## src/icadl_pkg.sv

```systemverilog
// Package for the I/O channel address and word hold block and its processor end.
// Assumes a single 200 MHz clock shared by both ends and by the APB master.
package icadl_pkg;
    // Widths of the channel paths
    localparam int HOLD_W       = 16;
    localparam int PORT_N       = 8;

    // Clock and strobe timing
    localparam int CLK_PERIOD_NS  = 5;
    localparam int ADR_LOW_NS     = 20;
    localparam int WORD_LOW_NS    = 20;
    localparam int SETUP_NS       = 5;
    localparam int ADR_LOW_CYC    = (ADR_LOW_NS + CLK_PERIOD_NS - 1) / CLK_PERIOD_NS;
    localparam int WORD_LOW_CYC   = (WORD_LOW_NS + CLK_PERIOD_NS - 1) / CLK_PERIOD_NS;
    localparam int SETUP_CYC      = (SETUP_NS + CLK_PERIOD_NS - 1) / CLK_PERIOD_NS;

    // Hold register reset values (word held as idle line level)
    localparam logic [HOLD_W:1] WORD_HOLD_RST    = 16'hffff;
    localparam logic [HOLD_W:1] ADDRESS_HOLD_RST = 16'h0000;

    // Address field positions, numbered with bit 16 as most significant
    localparam int DIRECTOR_BIT = 1;
    localparam int UPPER_LO     = 12;
    localparam int UPPER_HI     = 16;
    localparam int SCHEME_BIT   = 11;
    localparam int EQUIP_LO     = 8;
    localparam int EQUIP_HI     = 10;

    // Processor end APB register offsets
    localparam logic [7:0] ADDR_REG_OFS   = 8'h00;
    localparam logic [7:0] WORD_REG_OFS   = 8'h04;
    localparam logic [7:0] CTRL_REG_OFS   = 8'h08;
    localparam logic [7:0] STATUS_REG_OFS = 8'h0c;
    localparam logic [7:0] ECHO_REG_OFS   = 8'h10;

    // Control and status field positions
    localparam int CTRL_START = 0;
    localparam int CTRL_WRITE = 1;
    localparam int CTRL_AUTO  = 2;
    localparam int STAT_BUSY  = 0;
    localparam int STAT_DONE  = 1;
    localparam int STAT_ZERO  = 2;
    localparam int STAT_DIR   = 3;
    localparam int STAT_PORT  = 8;

    // Processor end sequencer states, Gray coded from idle to word low; the step from word low back to idle flips two bits
    typedef enum logic [2:0] {
        ICADL_IDLE     = 3'b000,
        ICADL_ADR_LOW  = 3'b001,
        ICADL_ADR_HIGH = 3'b011,
        ICADL_WORD_PUT = 3'b010,
        ICADL_WORD_LOW = 3'b110
    } icadl_state_e;
endpackage : icadl_pkg

```

## src/icadl_chan_if.sv

```systemverilog
// Interface joining the processor end to the address and word hold end.
// Assumes both ends sit on one clock; all signals are plain levels.
`timescale 1ns/1ps
interface icadl_chan_if;
    // Processor to hold block
    logic [0:15]  cpu_transfer_line_n;
    logic         address_strobe_n;
    logic         word_strobe_n;
    logic         write_ind;
    logic         auto_data;
    // Hold block to channel
    logic [16:1]  channel_address_line_n;
    logic [16:1]  channel_word_line_n;
    logic         director;
    logic         upper_field_zero_n;
    logic [7:0]   port_select_n;
    logic         word_loaded;

    modport cpu (
        output cpu_transfer_line_n, address_strobe_n, word_strobe_n, write_ind, auto_data,
        input  channel_address_line_n, channel_word_line_n, director,
        input  upper_field_zero_n, port_select_n, word_loaded
    );
    modport dev (
        input  cpu_transfer_line_n, address_strobe_n, word_strobe_n, write_ind, auto_data,
        output channel_address_line_n, channel_word_line_n, director,
        output upper_field_zero_n, port_select_n, word_loaded
    );
endinterface : icadl_chan_if

```

## src/icadl_cpu.sv

```systemverilog
// Processor end: takes address and word from APB registers and strobes them
// onto the shared transfer lines in two phases.
// Assumes an APB master on ref_clk; the far end answers with no handshake.
//
// Design decisions made here: the APB interface to the registers and the placing of the registers.
`timescale 1ns/1ps
module icadl_cpu #(
    parameter int ADR_LOW_CYC  = icadl_pkg::ADR_LOW_CYC,
    parameter int WORD_LOW_CYC = icadl_pkg::WORD_LOW_CYC,
    parameter int SETUP_CYC    = icadl_pkg::SETUP_CYC
) (
    // Clock and reset
    input  wire logic         ref_clk,
    input  wire logic         rst,
    // APB slave
    input  wire logic         psel,
    input  wire logic         penable,
    input  wire logic         pwrite,
    input  wire logic [7:0]   paddr,
    input  wire logic [31:0]  pwdata,
    output logic [31:0]       prdata,
    output logic              pready,
    output logic              pslverr,
    // Link to the hold block
    icadl_chan_if.cpu         chan
);

    logic [15:0]        addr_word;
    logic [15:0]        data_word;
    logic               write_mode;
    logic               auto_mode;
    logic               done;
    logic               wr_en;
    logic               start;
    logic               finish;
    logic [7:0]         cnt;
    icadl_pkg::icadl_state_e state;

    // Access strobe; zero wait state
    assign wr_en  = psel & penable & pwrite;
    assign pready = 1'b1;
    assign start  = wr_en && paddr == icadl_pkg::CTRL_REG_OFS && pwdata[icadl_pkg::CTRL_START]
                    && state == icadl_pkg::ICADL_IDLE;

    // Software registers
    always_ff @(posedge ref_clk or posedge rst) begin
        if (rst) begin
            addr_word  <= 16'h0000;
            data_word  <= 16'h0000;
            write_mode <= 1'b0;
            auto_mode  <= 1'b0;
        end else if (wr_en) begin
            if (paddr == icadl_pkg::ADDR_REG_OFS) begin
                addr_word <= pwdata[15:0];
            end
            if (paddr == icadl_pkg::WORD_REG_OFS) begin
                data_word <= pwdata[15:0];
            end
            if (paddr == icadl_pkg::CTRL_REG_OFS) begin
                write_mode <= pwdata[icadl_pkg::CTRL_WRITE];
                auto_mode  <= pwdata[icadl_pkg::CTRL_AUTO];
            end
        end
    end

    // Done flag; a finishing transfer wins over a clear in the same cycle
    always_ff @(posedge ref_clk or posedge rst) begin
        if (rst) begin
            done <= 1'b0;
        end else if (finish) begin
            done <= 1'b1;
        end else if (wr_en && paddr == icadl_pkg::STATUS_REG_OFS
                     && pwdata[icadl_pkg::STAT_DONE]) begin
            done <= 1'b0;
        end
    end

    // Read mux and error on unmapped offsets
    always_comb begin
        prdata  = 32'h0000_0000;
        pslverr = 1'b0;
        case (paddr)
            icadl_pkg::ADDR_REG_OFS: prdata[15:0] = addr_word;
            icadl_pkg::WORD_REG_OFS: prdata[15:0] = data_word;
            icadl_pkg::CTRL_REG_OFS: begin
                prdata[icadl_pkg::CTRL_WRITE] = write_mode;
                prdata[icadl_pkg::CTRL_AUTO]  = auto_mode;
            end
            icadl_pkg::STATUS_REG_OFS: begin
                prdata[icadl_pkg::STAT_BUSY] = state != icadl_pkg::ICADL_IDLE;
                prdata[icadl_pkg::STAT_DONE] = done;
                prdata[icadl_pkg::STAT_ZERO] = chan.upper_field_zero_n;
                prdata[icadl_pkg::STAT_DIR]  = chan.director;
                prdata[icadl_pkg::STAT_PORT +: 8] = chan.port_select_n;
            end
            icadl_pkg::ECHO_REG_OFS:
                prdata = {~chan.channel_word_line_n, ~chan.channel_address_line_n};
            default: pslverr = psel & penable;
        endcase
    end

    assign finish = state == icadl_pkg::ICADL_WORD_LOW && cnt == 8'd0;

    // Strobe sequencer: address low, release, word setup, word low
    always_ff @(posedge ref_clk or posedge rst) begin
        if (rst) begin
            state <= icadl_pkg::ICADL_IDLE;
            cnt   <= 8'd0;
        end else begin
            case (state)
                icadl_pkg::ICADL_IDLE: if (start) begin
                    state <= icadl_pkg::ICADL_ADR_LOW;
                    cnt   <= 8'(ADR_LOW_CYC - 1);
                end
                icadl_pkg::ICADL_ADR_LOW: if (cnt == 8'd0) begin
                    state <= icadl_pkg::ICADL_ADR_HIGH;
                    cnt   <= 8'(SETUP_CYC - 1);
                end else begin
                    cnt <= cnt - 8'd1;
                end
                icadl_pkg::ICADL_ADR_HIGH: if (cnt == 8'd0) begin
                    state <= icadl_pkg::ICADL_WORD_PUT;
                    cnt   <= 8'(SETUP_CYC - 1);
                end else begin
                    cnt <= cnt - 8'd1;
                end
                icadl_pkg::ICADL_WORD_PUT: if (cnt == 8'd0) begin
                    state <= icadl_pkg::ICADL_WORD_LOW;
                    cnt   <= 8'(WORD_LOW_CYC - 1);
                end else begin
                    cnt <= cnt - 8'd1;
                end
                icadl_pkg::ICADL_WORD_LOW: if (cnt == 8'd0) begin
                    state <= icadl_pkg::ICADL_IDLE;
                end else begin
                    cnt <= cnt - 8'd1;
                end
                default: state <= icadl_pkg::ICADL_IDLE;
            endcase
        end
    end

    // Link drive; lines carry the inverted value, leftmost line is the top bit
    always_ff @(posedge ref_clk or posedge rst) begin
        if (rst) begin
            chan.cpu_transfer_line_n <= 16'hffff;
            chan.address_strobe_n    <= 1'b1;
            chan.word_strobe_n       <= 1'b1;
            chan.write_ind           <= 1'b0;
            chan.auto_data           <= 1'b0;
        end else begin
            chan.write_ind <= write_mode;
            chan.auto_data <= auto_mode;
            if (start) begin
                chan.cpu_transfer_line_n <= ~addr_word;
                chan.address_strobe_n    <= 1'b0;
            end else if (state == icadl_pkg::ICADL_ADR_LOW && cnt == 8'd0) begin
                chan.address_strobe_n <= 1'b1;
            end else if (state == icadl_pkg::ICADL_ADR_HIGH && cnt == 8'd0) begin
                chan.cpu_transfer_line_n <= ~data_word;
            end else if (state == icadl_pkg::ICADL_WORD_PUT && cnt == 8'd0) begin
                chan.word_strobe_n <= 1'b0;
            end else if (finish) begin
                chan.word_strobe_n <= 1'b1;
            end
        end
    end

endmodule : icadl_cpu

```

## src/flat_wrapper.sv

```systemverilog
// flat-port wrapper written by rule: the top's interface ports become plain ports
module icadl_cpu_flat 
#(
    parameter int ADR_LOW_CYC  = icadl_pkg::ADR_LOW_CYC,
    parameter int WORD_LOW_CYC = icadl_pkg::WORD_LOW_CYC,
    parameter int SETUP_CYC    = icadl_pkg::SETUP_CYC
)
  (ref_clk, rst, psel, penable, pwrite, paddr, pwdata, prdata, pready, pslverr, chan_cpu_transfer_line_n, chan_address_strobe_n, chan_word_strobe_n, chan_write_ind, chan_auto_data, chan_channel_address_line_n, chan_channel_word_line_n, chan_director, chan_upper_field_zero_n, chan_port_select_n, chan_word_loaded);
  icadl_chan_if chan_i ();
  input  wire logic ref_clk;
  input  wire logic rst;
  input  wire logic psel;
  input  wire logic penable;
  input  wire logic pwrite;
  input  wire logic [7:0] paddr;
  input  wire logic [31:0] pwdata;
  output logic [31:0] prdata;
  output logic pready;
  output logic pslverr;
  output wire logic [$bits(chan_i.cpu_transfer_line_n)-1:0] chan_cpu_transfer_line_n;
  output wire logic [$bits(chan_i.address_strobe_n)-1:0] chan_address_strobe_n;
  output wire logic [$bits(chan_i.word_strobe_n)-1:0] chan_word_strobe_n;
  output wire logic [$bits(chan_i.write_ind)-1:0] chan_write_ind;
  output wire logic [$bits(chan_i.auto_data)-1:0] chan_auto_data;
  input wire logic [$bits(chan_i.channel_address_line_n)-1:0] chan_channel_address_line_n;
  input wire logic [$bits(chan_i.channel_word_line_n)-1:0] chan_channel_word_line_n;
  input wire logic [$bits(chan_i.director)-1:0] chan_director;
  input wire logic [$bits(chan_i.upper_field_zero_n)-1:0] chan_upper_field_zero_n;
  input wire logic [$bits(chan_i.port_select_n)-1:0] chan_port_select_n;
  input wire logic [$bits(chan_i.word_loaded)-1:0] chan_word_loaded;
  assign chan_cpu_transfer_line_n = chan_i.cpu_transfer_line_n;
  assign chan_address_strobe_n = chan_i.address_strobe_n;
  assign chan_word_strobe_n = chan_i.word_strobe_n;
  assign chan_write_ind = chan_i.write_ind;
  assign chan_auto_data = chan_i.auto_data;
  assign chan_i.channel_address_line_n = chan_channel_address_line_n;
  assign chan_i.channel_word_line_n = chan_channel_word_line_n;
  assign chan_i.director = chan_director;
  assign chan_i.upper_field_zero_n = chan_upper_field_zero_n;
  assign chan_i.port_select_n = chan_port_select_n;
  assign chan_i.word_loaded = chan_word_loaded;
  icadl_cpu #(.ADR_LOW_CYC(ADR_LOW_CYC), .WORD_LOW_CYC(WORD_LOW_CYC), .SETUP_CYC(SETUP_CYC)) u_core (.ref_clk(ref_clk), .rst(rst), .psel(psel), .penable(penable), .pwrite(pwrite), .paddr(paddr), .pwdata(pwdata), .prdata(prdata), .pready(pready), .pslverr(pslverr), .chan(chan_i));
endmodule
```

## config.mk

```make
export PLATFORM = sky130hd
export DESIGN_NAME = icadl_cpu_flat
export DESIGN_NICKNAME = d
export VERILOG_FILES = /design/src/icadl_pkg.sv /design/src/icadl_chan_if.sv /design/src/icadl_cpu.sv /design/src/flat_wrapper.sv
export SDC_FILE = /design/constraint.sdc
export NUM_CORES = 1
export LEC_CHECK = 0
export ABC_AREA = 1
export ABC_CLOCK_PERIOD_IN_PS = 6300
export BUFFER_PORTS_ARGS = -buffer_cell sky130_fd_sc_hd__buf_2
export CAP_MARGIN = 25
export CORE_MARGIN = 2
export CORE_UTILIZATION = 50
export DETAILED_ROUTE_END_ITERATION = 16
export GPL_ROUTABILITY_DRIVEN = 1
export PLACE_DENSITY_LB_ADDON = 0.3
export SETUP_SLACK_MARGIN = 0.02
export SLEW_MARGIN = 10
export SYNTH_ARGS = -nofsm -noshare
export SYNTH_HDL_FRONTEND = slang
export SYNTH_SLANG_ARGS = --single-unit
```

## constraint.sdc

```tcl
create_clock -name ref_clk -period 6.3 [get_ports ref_clk]
set_input_delay 1.26 -clock ref_clk [delete_from_list [all_inputs] [get_ports ref_clk]]
set_output_delay 1.26 -clock ref_clk [all_outputs]
set_load 0.01 [all_outputs]
```

; ---- Word level (Yosys, flattened, before mapping)
; Index checks and enable logic that the tools add are counted.
[totals]
elab_cells = 91
ff_bits = 66
romBits = 0
latchBits = 0
inputBits = 88
mem_count = 0
mem_bits_rw = 0
out_inout_bits = 54
[op_classes]
n_reduce_logical = 27
n_eq_ne = 15
n_addsub = 1
order_cmp = 0
muxes = 27
div_mod_pow = 0
n_mul = 0
n_shift = 0
bitwise = 9
[op_table]
columns = operator, n
row1 = 2-to-1 mux 16 bit, 4
row2 = inverter 16 bit, 4
row3 = one-hot mux 8 bit (4 select lines), 2
row4 = 2-to-1 mux 8 bit, 4
row5 = == test 8 x 4 -> 1 bit (second input constant), 2
row6 = zero test 8 bit, 2
row7 = 2-to-1 mux 3 bit, 5
row8 = one-hot mux 3 bit (5 select lines), 1
row9 = one-hot mux 4 bit (3 select lines), 1
row10 = != test 2 x 1 -> 1 bit (second input constant), 5
row11 = one-hot mux 2 bit (5 select lines), 1
row12 = logical AND 1 bit, 9
row13 = == test 8 x 3 -> 1 bit (second input constant), 1
row14 = == test 8 x 5 -> 1 bit (second input constant), 1
row15 = one-hot mux 1 bit (4 select lines), 2
row16 = AND reduction 2 bit, 4
row17 = nonzero test 2 bit, 4
row18 = subtractor 8 x 1 -> 8 bit (second input constant), 1
row19 = 2-to-1 mux 1 bit, 7
row20 = == test 3 x 2 -> 1 bit (second input constant), 2
row21 = AND reduction 5 bit, 1
row22 = OR reduction 5 bit, 1
row23 = != test 2 bit (second input constant), 2
row24 = AND reduction 4 bit, 1
row25 = 9 further kinds, 12

; ---- Logic depth before layout (Yosys ltp)
[depth]
word_depth = 7
ltp_mapped = 10
ltp_nobuf = 10

; ---- Worst setup path after synthesis
; Ideal clock, no wire load.
[synth_timing]
kind = input port to output port
start = in paddr[7]
end = out prdata[10]
path_stages = 8
t_arrival_ns = 2.197
required_ns = 5.040
path_buffers = 2
slack_ns = 2.843
path_cell_list = nor2_2 nand2_2 nor2_1 and2_1 buf_2 buf_4 a22oi_1 o211ai_1
[synth_between]
elab_chain_cells = 2
elab_cells_between_ends = 5
cone_classes = eq/ne: 3 / mux: 1 / reduce/logical: 1
[synth_rtl]
columns = element, line
row1 = "start, declared", flat_wrapper.sv:15  ; input wire logic [7:0] paddr;
row2 = == test 8 x 5 -> 1 bit (tied with other cells), icadl_cpu.sv:82  ; case (paddr)
row3 = one-hot mux 8 bit (4 select lines) (*), icadl_cpu.sv:82
row4 = "end, declared", flat_wrapper.sv:17  ; output logic [31:0] prdata;
; Mark *: on every way between the ends. The rest lies on a longest branch, timed or not.

; ---- Worst setup path in the final report
[layout_timing]
start = in paddr[7]
end = out prdata[3]
[layout_between]
elab_chain_cells = 2
elab_cells_between_ends = 5
cone_classes = eq/ne: 3 / mux: 1 / reduce/logical: 1
[layout_rtl]
columns = element, line
row1 = == test 8 x 5 -> 1 bit (tied with other cells), icadl_cpu.sv:82
row2 = one-hot mux 1 bit (4 select lines) (*), icadl_cpu.sv:82
; Marked as above.

==> results.toml <==
[clock_network]
cts_root_buffer = "clkbuf_8"
cts_buffer_depth = 2
cts_hold_buffers = 0
worst_skew_pair.late_latency_ps = 350
ctsHtreeMaxLevel = 3
tritoncts = "done"
cts-resized-gates = 0
buffer_count_from_post_cts_setup_fixing = 0
clock_transition_at_the_register_clock_pins_on_the_worst_setup_and_hold_paths_after_cts_ps = 70
cts_sinks = 66
cts_buffers = 9

[sta]
worst_pin_slew_ps = 833
timing.setup.tns_ps = 0
number_of_hold_violations_in_the_final_report = 0
finalWorstSetupSlack_ps = 2110
clock_skew_ps = 7.49
timing.max_slew.rel_slack_pct = 44.4
clock.fmax_mhz = 239
finalCriticalPeriod_ps = 4190
finalSetupViolCount = 0
final.hold.worst_slack_ps = 423
grt_setup_unrepaired = "no"
max_transition_viols_final = 0
period_share_pct = 66.5

[route]
number_of_routed_nets_with_antenna_violations = 0
detail_route.wirelength_um = 9420
post_detailed_route_via_to_cell_ratio = 5.21
detail_route.wl_per_cell_um = 14.2
vias = 3466
drc = 0
drt_first_pass_iters = 4
drt_iter0_markers = 191

[global_routing]
grt_start_max_net_pins = 67
globalRoute.totalOverflow = 0
first_global_vias = 3356
grt_antenna_before_repair = 0
grt.total_usage_pct = 23.9
grt_first_pass_wirelength_um = 15900

[place]
globalplace.congestion = 0.876
placement.io_buffers = 123
placed_cell_count = 647
dpl.hpwl_um = 6720
place_ws_ps = 1960

[power_and_ir_drop]
static_leakage_nw = 2.36
switchingPower_mw = 0.201
seq_power_share_pct = 49.3
power.share.clock_pct = 45.1
powerDensity_mw_per_mm2 = 189
swShare_pct = 23.0
worst_ir_drop_vdd_uv = 192
combinational_group_share_of_total_power_pct = 5.6
power.internal_mw = 0.672

[yosys]
yosysTopAreaCellShare_pct = 32.0
syn-cell-area_sq_mm = 0.00375
netlist.top_cell.by_area = "dfrtp_1"
syn_area_per_cell_sq_um = 8.45
flops_latches_synth = 66
postSynthCellCount = 444
post_synth_main_area_contributors = "dfrtp_1, dfstp_2, nand2_1"
seq_area_frac_synth_pct = 44.6
postSynthNetCount = 534
yosys_warnings = 0
synth_cell_types = 44

[die]
core_region_area_sq_mm = 0.00725
fp.dieArea_sq_mm = 0.00822
floorplan.die.width_um = 90.6
ioPinCount = 142
fp-row-count = 31
start_util_pct = 51.8
die_h_um = 90.6

[final_layout]
drive_gt1_share_pct = 38.3
area_growth_pct = 23.1
antennaDiodeCount = 0
finalNetCount = 651
stdcell_count = 665

[worst_hold_path]
hold_class = "register to register"

[worst_setup_path]
setup.worst_path.end_class = "primary output"
required_ps = 5040
crit_type = "input pin to primary output"
crit_arrival_ps = 2930
crit_fanout = 16
start_kind = "input pin"

[flow_run]
cap_violations = 0

[run_status]
outcome = "finished clean"
worst paths after layout:
kind	from	endpoint	slack [ps]	cells after the start
min	u_core.auto_mode	u_core.chan.auto_data	420	0
min in group asynchronous	rst	u_core.addr_word[7]	1160	3
max reg2reg	u_core.cnt[1]	u_core.chan.cpu_transfer_line_n[1]	4220	7
max	paddr[7]	prdata[3]	2110	8
min reg2reg	u_core.auto_mode	u_core.chan.auto_data	420	0
max in group asynchronous	rst	u_core.done	4600	3
cells in the mapped netlist (all sizes together):
cell type  instances
nand2            108
dfrtp             48
inv               48
o21ai             45
nor2              43
nand3             28
o211ai            27
dfstp             18
buf               17
or2               14
a22oi              9
nand4              7
a21oi              4
clkbuf             4
o221ai             4
o2111ai            3
xor2               3
ha                 2
nor3               2
o22ai              2
a31o               1
a31oi              1
and2               1
and3b              1
conb               1
mux2               1
nor4               1
o31ai              1
kinds of logic (layout without fill, tap and decap cells):
kind of cell,count (synthesis),after routing,share of synthesized area [%]
xor gates and xnor gates,3,3,0.700
adders and majority gates,2,2,0.667
muxes,1,1,0.300
other,1,1,0.0999
buffers and inverters,69,191,8.80
and+or+nand+nor,205,205,25.5
DFF,66,66,44.6
AOI/OAI and AO/OA,97,97,19.3
cell usage in the layout, fill, tap and decap left out, drive strengths merged, types with 2 or more instances in the layout:
cell type,n
a21oi,4
a22oi,9
buf,126
bufinv,2
clkbuf,11
clkinvlp,3
dfrtp,48
dfstp,18
ha,2
inv,48
nand2,108
nand3,28
nand4,7
nor2,43
nor3,2
o2111ai,3
o211ai,27
o21ai,45
o221ai,4
o22ai,2
or2,14
xor2,3
through the flow:
| stage | power [mW] | util, % | instance area, sq um |
|---|---|---|---|
| 6_report | 0.873 | 63.7 | 4620 |
| 5_1_grt | 0.905 | 63.7 | 4620 |
| 4_1_cts | 0.883 | 63.1 | 4580 |
| 3_5_place_dp | 0.487 | 60.1 | 4360 |
| 3_3_place_gp | 0.486 | 60.1 | 4360 |
| 2_1_floorplan | 0.458 | - | 3750 |
per-layer routing:
layer	vias to the layer above	GRT usage (%)	routed length, um
met3	12	4.42	509
li1	1726	-	-
met1	1614	30.9	4200
met5	-	0	0
met2	114	39.7	4580
met4	0	9.62	126
flip-flops by register name, summed over array words and instances (netlist names):
register / cells
u_core.chan.cpu_transfer_line_n: 16
u_core.auto_mode: 1
u_core.cnt: 8
u_core.done: 1
u_core.chan.word_strobe_n: 1
u_core.write_mode: 1
u_core.state: 3
u_core.chan.write_ind: 1
u_core.chan.auto_data: 1
u_core.data_word: 16
u_core.chan.address_strobe_n: 1
u_core.addr_word: 16
critical path, stage by stage:
cell and delay (ps):
buf_2 100, nor2_2 160, nand2_2 110, nor2_1 140
and2_1 630, a22oi_1 220, o211ai_1 150, buf_2 160
cell type report:
class	count	area, sq um
fillers	608	2630
multi-input cells	309	1750
flip-flops and latches	66	1670
repair buffers	127	671
inverters	48	183
clock buffers	10	128
well taps	99	124
clock inverters	6	91.3
power groups by stage:
stage | Combinational, mW | Clock, mW | Sequential (mW)
global route | 0.0551 | 0.419 | 0.431
floorplan | 0.0200 | 0 | 0.438
global placement | 0.0481 | 0 | 0.438
CTS | 0.0495 | 0.403 | 0.430
detailed placement | 0.0492 | 0 | 0.438
finish | 0.0490 | 0.393 | 0.430
No activity file was read; power rests on OpenSTA's default activity.
